File: src/hw/lcigs_pkg.sv
// Shared constants for the logic cell input and gate select stage
package lcigs_pkg;
  // Sizes
  localparam int SEL_W      = 6;             // Source code width
  localparam int SRC_SPACE  = 2 ** SEL_W;    // Codes a selector can name
  localparam int NUM_CH     = 4;             // Data channels
  localparam int NUM_GATES  = 2;             // Gates built here
  localparam int REG_W      = 8;             // Register width
  localparam int WB_AW      = 8;             // Byte address width
  // Byte offsets on the bus
  localparam logic [WB_AW-1:0] OFS_SEL0 = 8'h00;
  localparam logic [WB_AW-1:0] OFS_SEL1 = 8'h04;
  localparam logic [WB_AW-1:0] OFS_SEL2 = 8'h08;
  localparam logic [WB_AW-1:0] OFS_SEL3 = 8'h0c;
  localparam logic [WB_AW-1:0] OFS_GLS0 = 8'h10;
  localparam logic [WB_AW-1:0] OFS_GLS1 = 8'h14;
  localparam logic [WB_AW-1:0] OFS_CTRL = 8'h18;
  localparam logic [WB_AW-1:0] OFS_STAT = 8'h1c;
  // Term enable pair inside a gate select register
  localparam int TERM_TRUE  = 1;             // Upper bit of a pair
  localparam int TERM_INV   = 0;             // Lower bit of a pair
  // Control register fields
  localparam int CTRL_EN    = 0;             // cell_enable
  localparam int CTRL_POL0  = 1;             // gate0_invert
  localparam int CTRL_W     = 3;             // Implemented control bits
  localparam logic [CTRL_W-1:0] CTRL_RST = 3'h0;
  // Status register fields
  localparam int STAT_CH    = 0;             // Channels at [3:0]
  localparam int STAT_GATE  = 4;             // Gates at [5:4]
  localparam int STAT_EN    = 6;             // Enable mirror
  // Bus slave states
  typedef enum logic [0:0] {
    BUS_IDLE = 1'b0,
    BUS_ACK  = 1'b1
  } lcigs_bus_e;
endpackage : lcigs_pkg

File: src/hw/lcigs_gate_term.sv
// One gate: OR of enabled true and inverted channel terms, then polarity
`timescale 1ns/1ps
module lcigs_gate_term #(
  parameter int NUM_CH = 4
) (
  // Channel signals
  input  wire logic [NUM_CH-1:0]   chan,
  // Term enables, one true/inverted pair per channel
  input  wire logic [2*NUM_CH-1:0] term_en,
  // Polarity control
  input  wire logic                invert,
  // Gate result
  output logic                     gate_val
);
  import lcigs_pkg::*;

  logic [NUM_CH-1:0] term;   // One term per channel

  // Each channel contributes its true and/or inverted form
  genvar i;
  generate
    for (i = 0; i < NUM_CH; i++) begin : g_term
      assign term[i] = (term_en[2*i+TERM_TRUE] & chan[i])
                     | (term_en[2*i+TERM_INV] & ~chan[i]);
    end
  endgenerate

  // No enabled term gives zero before polarity
  assign gate_val = (|term) ^ invert;
endmodule : lcigs_gate_term

File: src/hw/lcigs_top.sv
// Logic cell input selection and gate term stage with Wishbone registers
//
// Contract
// - Four 6-bit source selectors, bits 5..0
// - Selector bits 7..6 ignore writes, read zero
// - Config registers undefined at power-on, kept otherwise
// - Gate 0 takes channel true form when enabled
// - Gate 0 takes channel inverted form when enabled
// - Cleared enable bit excludes that channel form
// - Gate 0 pairs: ch4 7/6 down to ch1 1/0
// - Gate 1 takes channel true form when enabled
// - Gate 1 takes channel inverted form when enabled
// - Gate 1 uses same pair layout as gate 0
// - Channel n delivers gate input n minus one
// - Per-gate polarity bit inverts the gate result
`timescale 1ns/1ps
module lcigs_top
  import lcigs_pkg::*;
#(
  parameter int NUM_SOURCES = 64  // Sources wired in, at most SRC_SPACE
) (
  // Clock and reset
  input  wire logic                     core_clk,
  input  wire logic                     srst,
  // Wishbone classic slave
  input  wire logic                     wb_cyc_i,
  input  wire logic                     wb_stb_i,
  input  wire logic                     wb_we_i,
  input  wire logic [lcigs_pkg::WB_AW-1:0] wb_adr_i,
  input  wire logic [31:0]              wb_dat_i,
  input  wire logic [3:0]               wb_sel_i,
  output logic      [31:0]              wb_dat_o,
  output logic                          wb_ack_o,
  // Source signals from pins and peripherals
  input  wire logic [NUM_SOURCES-1:0]   source_in,
  // Channel signals toward the cell
  output logic [lcigs_pkg::NUM_CH-1:0]  gate_input,
  // Gate results after polarity
  output logic [lcigs_pkg::NUM_GATES-1:0] gate_out,
  // Cell enable toward the function core
  output logic                          cell_enable
);
  import lcigs_pkg::*;

  // Configuration storage, deliberately without reset
  logic [SEL_W-1:0]  sel_code [NUM_CH];     // Channel source codes
  logic [REG_W-1:0]  gate_en  [NUM_GATES];  // Gate term enables
  // Control storage with reset
  logic [CTRL_W-1:0] ctrl;                  // Enable and polarities
  // Bus slave state
  lcigs_bus_e        bus_state;             // Idle or acking
  lcigs_bus_e        next_bus_state;        // Next state
  // Source synchroniser stages
  logic [NUM_SOURCES-1:0] src_meta;         // First stage only
  logic [NUM_SOURCES-1:0] src_sync;         // Safe to use
  logic [SRC_SPACE-1:0]   src_pad;          // Zero filled code space
  // Selected channel values before the flop
  logic [NUM_CH-1:0]      next_chan;
  // Gate values before the flop
  logic [NUM_GATES-1:0]   gate_val;
  logic [NUM_GATES-1:0]   next_gate;

  // Decode wires
  logic bus_req;                 // Request awaiting answer
  logic wr_hit;                  // Write taken this edge
  logic lane0;                   // Low byte lane enabled
  logic hit_gls0;
  logic hit_gls1;
  logic hit_ctrl;
  logic [NUM_CH-1:0] hit_sel;    // Per selector address hit
  logic [31:0] rd_word;          // Read data before flop

  // Request present and not yet answered
  assign bus_req  = wb_cyc_i & wb_stb_i & (bus_state == BUS_IDLE);
  // Writes land on the edge the master sees ack
  assign wr_hit   = wb_cyc_i & wb_stb_i & wb_we_i & (bus_state == BUS_ACK);
  assign lane0    = wb_sel_i[0];
  assign hit_gls0 = (wb_adr_i == OFS_GLS0);
  assign hit_gls1 = (wb_adr_i == OFS_GLS1);
  assign hit_ctrl = (wb_adr_i == OFS_CTRL);
  assign hit_sel  = {wb_adr_i == OFS_SEL3, wb_adr_i == OFS_SEL2,
                     wb_adr_i == OFS_SEL1, wb_adr_i == OFS_SEL0};

  // Read mux; unmapped addresses read zero
  always_comb begin
    rd_word = 32'h0;
    case (1'b1)
      hit_sel[0]: rd_word = {26'h0, sel_code[0]};
      hit_sel[1]: rd_word = {26'h0, sel_code[1]};
      hit_sel[2]: rd_word = {26'h0, sel_code[2]};
      hit_sel[3]: rd_word = {26'h0, sel_code[3]};
      hit_gls0:   rd_word = {24'h0, gate_en[0]};
      hit_gls1:   rd_word = {24'h0, gate_en[1]};
      hit_ctrl:   rd_word = {29'h0, ctrl};
      (wb_adr_i == OFS_STAT): begin
        // Live view of the stage itself
        rd_word[STAT_CH +: NUM_CH]      = gate_input;
        rd_word[STAT_GATE +: NUM_GATES] = gate_out;
        rd_word[STAT_EN]                = cell_enable;
      end
      default:    rd_word = 32'h0;
    endcase
  end

  // Ack one cycle after the request, drop it the cycle after
  always_comb begin
    case (bus_state)
      BUS_IDLE: next_bus_state = bus_req ? BUS_ACK : BUS_IDLE;
      BUS_ACK:  next_bus_state = BUS_IDLE;
      default:  next_bus_state = BUS_IDLE;
    endcase
  end

  // Bus state register
  always_ff @(posedge core_clk) begin
    if (srst) begin
      bus_state <= BUS_IDLE;
    end else begin
      bus_state <= next_bus_state;
    end
  end

  assign wb_ack_o = (bus_state == BUS_ACK);

  // Read data captured on the edge ack rises
  always_ff @(posedge core_clk) begin
    if (srst) begin
      wb_dat_o <= 32'h0;
    end else if (bus_req) begin
      wb_dat_o <= wb_we_i ? 32'h0 : rd_word;
    end
  end

  // Selector registers; only bits 5..0 exist, srst leaves them alone
  genvar c;
  generate
    for (c = 0; c < NUM_CH; c++) begin : g_sel
      always_ff @(posedge core_clk) begin
        if (wr_hit && lane0 && hit_sel[c]) begin
          sel_code[c] <= wb_dat_i[SEL_W-1:0];
        end
      end
    end
  endgenerate

  // Gate select registers, kept across srst
  always_ff @(posedge core_clk) begin
    if (wr_hit && lane0 && hit_gls0) begin
      gate_en[0] <= wb_dat_i[REG_W-1:0];
    end
    if (wr_hit && lane0 && hit_gls1) begin
      gate_en[1] <= wb_dat_i[REG_W-1:0];
    end
  end

  // Control register; disabled after reset
  always_ff @(posedge core_clk) begin
    if (srst) begin
      ctrl <= CTRL_RST;
    end else if (wr_hit && lane0 && hit_ctrl) begin
      ctrl <= wb_dat_i[CTRL_W-1:0];
    end
  end

  assign cell_enable = ctrl[CTRL_EN];

  // Sources are asynchronous to core_clk, two flops first
  always_ff @(posedge core_clk) begin
    if (srst) begin
      src_meta <= '0;
      src_sync <= '0;
    end else begin
      src_meta <= source_in;
      src_sync <= src_meta;
    end
  end

  // Codes beyond the wired sources pick a constant zero
  assign src_pad = SRC_SPACE'(src_sync);

  // Each channel is a mux over the whole code space
  generate
    for (c = 0; c < NUM_CH; c++) begin : g_mux
      assign next_chan[c] = src_pad[sel_code[c]];
    end
  endgenerate

  // Channel n drives gate input n-1; registered data output
  always_ff @(posedge core_clk) begin
    if (srst) begin
      gate_input <= '0;
    end else begin
      gate_input <= next_chan;
    end
  end

  // Two gates, same layout, own polarity bit each
  genvar g;
  generate
    for (g = 0; g < NUM_GATES; g++) begin : g_gate
      lcigs_gate_term #(
        .NUM_CH (NUM_CH)
      ) u_gate (
        .chan     (gate_input),
        .term_en  (gate_en[g]),
        .invert   (ctrl[CTRL_POL0 + g]),
        .gate_val (gate_val[g])
      );
    end
  endgenerate

  // Disabled cell holds gates low; also hides unwritten config
  assign next_gate = cell_enable ? gate_val : '0;

  // Registered gate outputs
  always_ff @(posedge core_clk) begin
    if (srst) begin
      gate_out <= '0;
    end else begin
      gate_out <= next_gate;
    end
  end

  // Helper views for the checks below
  logic [NUM_CH-1:0] g0_true;
  logic [NUM_CH-1:0] g0_inv;
  logic [NUM_CH-1:0] g1_true;
  logic [NUM_CH-1:0] g1_inv;
  generate
    for (c = 0; c < NUM_CH; c++) begin : g_view
      assign g0_true[c] = gate_en[0][2*c+TERM_TRUE];
      assign g0_inv[c]  = gate_en[0][2*c+TERM_INV];
      assign g1_true[c] = gate_en[1][2*c+TERM_TRUE];
      assign g1_inv[c]  = gate_en[1][2*c+TERM_INV];
    end
  endgenerate
endmodule : lcigs_top

File: config.mk
export PLATFORM = sky130hd
export DESIGN_NAME = lcigs_top
export DESIGN_NICKNAME = d
export VERILOG_FILES = /design/src/hw/lcigs_pkg.sv /design/src/hw/lcigs_gate_term.sv /design/src/hw/lcigs_top.sv
export SDC_FILE = /design/constraint.sdc
export NUM_CORES = 1
export LEC_CHECK = 0
export BUFFER_PORTS_ARGS = -buffer_cell sky130_fd_sc_hd__buf_2
export CORE_MARGIN = 5
export CORE_UTILIZATION = 52
export CTS_BUF_LIST = sky130_fd_sc_hd__clkbuf_4
export DETAILED_ROUTE_END_ITERATION = 8
export PLACE_DENSITY = 0.88
export SETUP_SLACK_MARGIN = 0.02
export SLEW_MARGIN = 20
export SYNTH_ARGS = -nofsm -noshare
export SYNTH_HDL_FRONTEND = slang
export SYNTH_SLANG_ARGS = --single-unit
File: constraint.sdc
create_clock -name core_clk -period 2.2 [get_ports core_clk]
set_clock_uncertainty 0.05 [all_clocks]
set_input_delay 0.44 -clock core_clk [delete_from_list [all_inputs] [get_ports core_clk]]
set_output_delay 0.44 -clock core_clk [all_outputs]
set_load 0.01 [all_outputs]
Yosys cells after proc, flatten, opt, wreduce, memory -nomap -nowiden
Memories as Yosys holds them, arrays and structs flattened.
Cells that the tools add are included.
{ "totals": {"ff_bits": 170, "latch_bits": 0, "ramBits": 40, "mem_bits_ro": 0, "in_bits": 113, "output_inout_bits": 40, "mem_count": 2} }
{ "classes": {"add_sub_neg": 0, "mul": 0, "n_div": 0, "n_lt_le_gt_ge": 4, "n_eq_ne": 7, "n_shift": 0, "n_mux": 49, "bitwise": 36, "n_reduce_logical": 16} }
{ "mem_list": {"columns": ["name", "words", "width", "rd", "rd_clocked_by_memory_dff", "wr", "line_no", "text"], "rows": [
  ["sel_code", 4, 6, 4, 0, 1, "lcigs_top.sv:46", "logic [SEL_W-1:0] sel_code [NUM_CH];"],
  ["gate_en", 2, 8, 2, 0, 1, "lcigs_top.sv:47", "logic [REG_W-1:0] gate_en [NUM_GATES];"]
]} }
{ "ops": {"columns": ["operator", "count"], "rows": [
  ["7-bit 2-to-1 mux", 8],
  ["8-bit by 5-bit equality test with 1-bit output (second input constant)", 4],
  ["32-bit 2-to-1 mux", 1],
  ["6-bit by 7-bit < comparator with 1-bit output (second input constant)", 4],
  ["1-bit 2-to-1 mux", 28],
  ["1-bit binary-select mux with 6-bit select", 4],
  ["1-bit bitwise AND", 20],
  ["6-bit 2-to-1 mux", 3],
  ["6-bit OR reduction", 3],
  ["8-bit by 4-bit equality test with 1-bit output (second input constant)", 2],
  ["8-bit by 3-bit equality test with 1-bit output (second input constant)", 1],
  ["1-bit logical AND", 8],
  ["8-bit logical NOT", 1],
  ["8-bit 2-to-1 mux", 1],
  ["1-bit OR", 8],
  ["4-bit OR reduction", 2],
  ["8-bit OR reduction", 1],
  ["2-bit 2-to-1 mux", 3],
  ["1-bit NOT", 6],
  ["1-bit one-hot mux with 2 select lines", 1],
  ["2-bit OR reduction", 1],
  ["1-bit XOR", 2]
]} }

Longest topological paths before layout
{ "logic_depth": {"ltp_word": 11, "depth_mapped": 7, "mapped_depth_nobuf": 5} }

Modules after synthesis
A second synthesis with hierarchy kept.
{ "unflattened": {"cells_unflattened": 652, "hier_area_um2": 8241.7} }
{ "modules_own_cells": {"columns": ["module", "instances", "cells_per_inst", "area_per_inst_um2", "seq_area_each_um2"], "rows": [
  ["lcigs_top", 1, 640, 8131.5, 4124.0],
  ["lcigs_gate_term", 2, 6, 55.1, 0.0]
]} }

Worst setup path after synthesis
No wires, ideal clock.
{ "synth_timing": {"kind": "input port to flip-flop", "start": "in wb_adr_i[1] in the netlist's numbering", "end": "mem sel_code[2][0] (enable)", "arrival_time_ps": 1948, "required_ps": 1773, "slack_ps": -175, "cell_stages": 4, "path_cell_list": "or4_4 > nor3_1 > nand2_1 > nor3_1"} }
{ "synth_between": {"elab_chain_cells": 8, "word_cells_on_any_way": 25, "cone_classes": "3 x eq/ne; 14 x mux; 8 x reduce/logical"} }
{ "synth_lines": {"columns": ["item", "line_no", "text"], "rows": [
  ["from (decl)", "lcigs_top.sv:29", "input wire logic [lcigs_pkg::WB_AW-1:0] wb_adr_i,"],
  ["8-bit by 3-bit equality test with 1-bit output", "lcigs_top.sv:82", "wb_adr_i == OFS_SEL1, wb_adr_i == OFS_SEL0};"],
  ["1-bit logical AND", "lcigs_top.sv:139", "if (wr_hit && lane0 && hit_sel[c]) begin"],
  ["1-bit 2-to-1 mux", "lcigs_top.sv:139", null],
  ["1-bit 2-to-1 mux (implied by the code)", "lcigs_top.sv:140", "sel_code[c] <= wb_dat_i[SEL_W-1:0];"],
  ["6-bit OR reduction (no source line)", null, null],
  ["2-bit 2-to-1 mux (no source line) or 1-bit 2-to-1 mux (tied branches) (3 in a row)", null, null],
  ["to (decl)", "lcigs_top.sv:46", null]
]} }
Several ways; a longest one is shown, not always the timed one.

==> insert_results.sql <==
INSERT INTO impl_metrics (metric_group, metric, value, unit) VALUES
('sta', 'rsz0062_at_grt', 'false', ''),
('synth', 'number_of_enable_flip_flop_cells_after_synthesis', '40', ''),
('sta', 'layout_min_cycle_time', '2050', 'ps'),
('route', 'vias_per_cell', '5.47', ''),
('floorplan', 'floorplan.die.width', '136', 'um'),
('sta', 'maxSlewViolCount', '0', ''),
('floorplan', 'die_y', '136', 'um'),
('clocking', 'post-cts-setup-buffers', '0', ''),
('finish', 'layout.area.seq', '4120', 'um^2'),
('finish', 'nets', '925', ''),
('synth', 'synthesis.area_per_instance', '12.7', 'um^2'),
('route', 'via_count', '5696', ''),
('sta', 'finalSetupViolCount', '0', ''),
('route', 'routed_wire_length_per_instance', '17.6', 'um'),
('route', 'ant_nets', '0', ''),
('route', 'dr.pass1.iters', '5', ''),
('clocking', 'tritoncts.num_buffers', '17', ''),
('synth', 'ys_async_sr_fraction', '0', '%'),
('worst_setup_path', 'arrival_time_at_the_worst_endpoint', '2470', 'ps'),
('finish', 'antenna_cells_inserted', '0', ''),
('power_and_ir_drop', 'power.static_leakage', '0.00383', 'uW'),
('floorplan', 'fp.coreArea', '15700', 'um^2'),
('route', 'remaining_drc_errors', '0', ''),
('worst_setup_path', 'worst_ep_required_time', '2620', 'ps'),
('worst_setup_path', 'critical-path-slowest-cell', 'sky130_fd_sc_hd__edfxtp_1', ''),
('synth', 'proportion_of_synthesized_chip_area_in_sequential_cells', '50.3', '%'),
('route', 'routed-wl-met2', '9530', 'um'),
('sta', 'share_of_the_clock_period_used_by_the_worst_path', '93.3', '%'),
('synth', 'syn_inst', '644', ''),
('route', 'met3_layer_wire_length_in_the_routed_design', '1440', 'um'),
('clocking', 'clk_pin_slew', '160', 'ps'),
('global_route', 'gr-total-overflow', '0', ''),
('floorplan', 'ios', '153', ''),
('finish', 'final_core_utilization', '63.1', '%'),
('synth', 'yosys.cell_types.count', '49', ''),
('synth', 'yosys_synthesis_warning_count', '0', ''),
('clocking', 'tritoncts', 'done', ''),
('clocking', 'number_of_h_tree_branching_levels', '4', ''),
('global_route', 'grt_start_max_net_pins', '41', ''),
('power_and_ir_drop', 'post-layout-total-power', '5860', 'uW'),
('global_route', 'global_route.usage.total', '21.2', '%'),
('clocking', 'clock_tree_root_driver_cell', 'sky130_fd_sc_hd__clkbuf_4', ''),
('worst_setup_path', 'crit_path_cell_trace', 'mux4_2 -> mux4_2 -> a21oi_1 -> o32ai_1', ''),
('finish', 'multi_input_area', '3790', 'um^2'),
('hold_path', 'worst_hold_path_type', 'primary input to flop', ''),
('route', 'wl_met1', '6980', 'um'),
('synth', 'synth_top_area_share', '35.6', '%'),
('status', 'status', 'completed', ''),
('clocking', 'clkSinkCount', '186', ''),
('worst_setup_path', 'cpPeakStageDelay', '750', 'ps'),
('finish', 'layout-drive-gt1-share', '30.4', '%'),
('sta', 'report.final.hold_viol_count', '0', ''),
('clocking', 'insertion_delay', '590', 'ps'),
('synth', 'synth.most_common_cell', 'sky130_fd_sc_hd__dfxtp_1', ''),
('place', 'gp_congestion', '0.945', ''),
('route', 'dr.first_iter.drc_count', '564', ''),
('sta', 'worst_hold_slack_across_all_endpoints', '38.0', 'ps'),
('sta', 'worst_slew_margin_rel', '59.2', '%'),
('synth', 'postSynthRegisterBits', '186', ''),
('synth', 'synth_top_flop_cell', 'sky130_fd_sc_hd__dfxtp_1', ''),
('synth', 'synth.top_cells.by_area', 'sky130_fd_sc_hd__dfxtp_1 (36%), sky130_fd_sc_hd__mux4_2 (20%), sky130_fd_sc_hd__edfxtp_1 (15%)', ''),
('route', 'topRoutingLayerUsed', 'met4', ''),
('place', 'dp_hpwl', '12600', 'um'),
('global_route', 'grt_pass1_wl', '29800', 'um'),
('finish', 'n_fill_cell', '1171', ''),
('sta', 'tightest_pin_transition', '612', 'ps'),
('worst_setup_path', 'reg2reg_setup_slack', '150', 'ps'),
('clocking', 'clockBufferDepth', '2', ''),
('worst_setup_path', 'worst-path-max-fanout', '11', ''),
('worst_setup_path', 'crit_top_cell', 'sky130_fd_sc_hd__mux4_2', ''),
('floorplan', 'placement_rows', '46', '');
worst paths after layout:
kind | endpoint | from | cells past startpoint
worst max-delay path | gate_input[1] | sel_code[1][1] | 4
worst min-delay path | src_meta[46] | source_in[46] | 2
worst max register to register | gate_input[1] | sel_code[1][1] | 4
worst min register to register | src_pad[35] | src_meta[35] | 1
stage by stage:
step | setup slack (ps) | area (um^2) | std cells | setup TNS, ps
floorplan | -79.0 | 8300 | 667 | -1240
detailed placement | -27.7 | 9030 | 950 | -221
global placement | 14.4 | 9030 | 950 | 0
global route | 76.0 | 9890 | 1041 | 0
CTS | 91.7 | 9880 | 1041 | 0
finish | 147 | 9890 | 1041 | 0
cell families after synthesis:
family / count (synthesis) / share of synthesized area, %
buffers and inverters: 73 / 4.71
xor gates and xnor gates: 2 / 0.214
AOI/OAI and AO/OA: 66 / 5.78
and+or+nand+nor: 214 / 15.5
other: 1 / 0.0457
muxes: 102 / 23.5
DFF: 186 / 50.3
flip-flops by register name, indices dropped and copies added, names as in the netlist:
| signal | flops |
|---|---|
| ctrl | 3 |
| wb_dat_o | 8 |
| gate_en | 16 |
| sel_code | 24 |
| gate_input | 4 |
| gate_out | 2 |
| wb_ack_o | 1 |
| src_meta | 64 |
| src_pad | 64 |
critical path: cells and delay by family, from the launching register on:
family	cells	cell delay [ps]
AOI/OAI and AO/OA	2	240
muxes	2	910
DFF	1	750
per-layer routing:
layer / GRT usage [%] / up-vias
li1: - / 2659
met1: 25.3 / 2722
met2: 37.6 / 272
met3: 4.38 / 43
met4: 8.06 / 0
met5: 0 / -
cell type report:
class	count	share of cell area, %
inverters	6	0.228
clock inverters	15	1.28
multi-input cells	408	38.4
clock buffers	17	1.29
flip-flops and latches	186	41.7
repair buffers	193	14.4
well taps	216	2.73
power by group:
part           leakage, uW  switching [uW]  internal, uW
Sequential         0.00156            60.2          3590
Combinational      0.00213             209           288
Clock             0.000135            1220           487
layout by cell type, fill, tap and decap left out, types with 12 or more instances in the layout:
cell	instances
sky130_fd_sc_hd__dfxtp_1	146
sky130_fd_sc_hd__nor2b_1	137
sky130_fd_sc_hd__buf_2	100
sky130_fd_sc_hd__mux4_2	72
sky130_fd_sc_hd__dlygate4sd3_1	59
sky130_fd_sc_hd__edfxtp_1	40
sky130_fd_sc_hd__buf_4	28
sky130_fd_sc_hd__mux2i_1	26
sky130_fd_sc_hd__conb_1	24
sky130_fd_sc_hd__nor2_1	20
sky130_fd_sc_hd__nand2_1	17
sky130_fd_sc_hd__clkbuf_4	17
sky130_fd_sc_hd__nand3_1	12
repair_timing:
action,in CTS,in global routing
resized for setup,0,1
endpoints found under the hold margin,61,0
hold buffers,59,0
setup endpoints to repair,0,1
No activity file was read; power rests on OpenSTA's default activity.
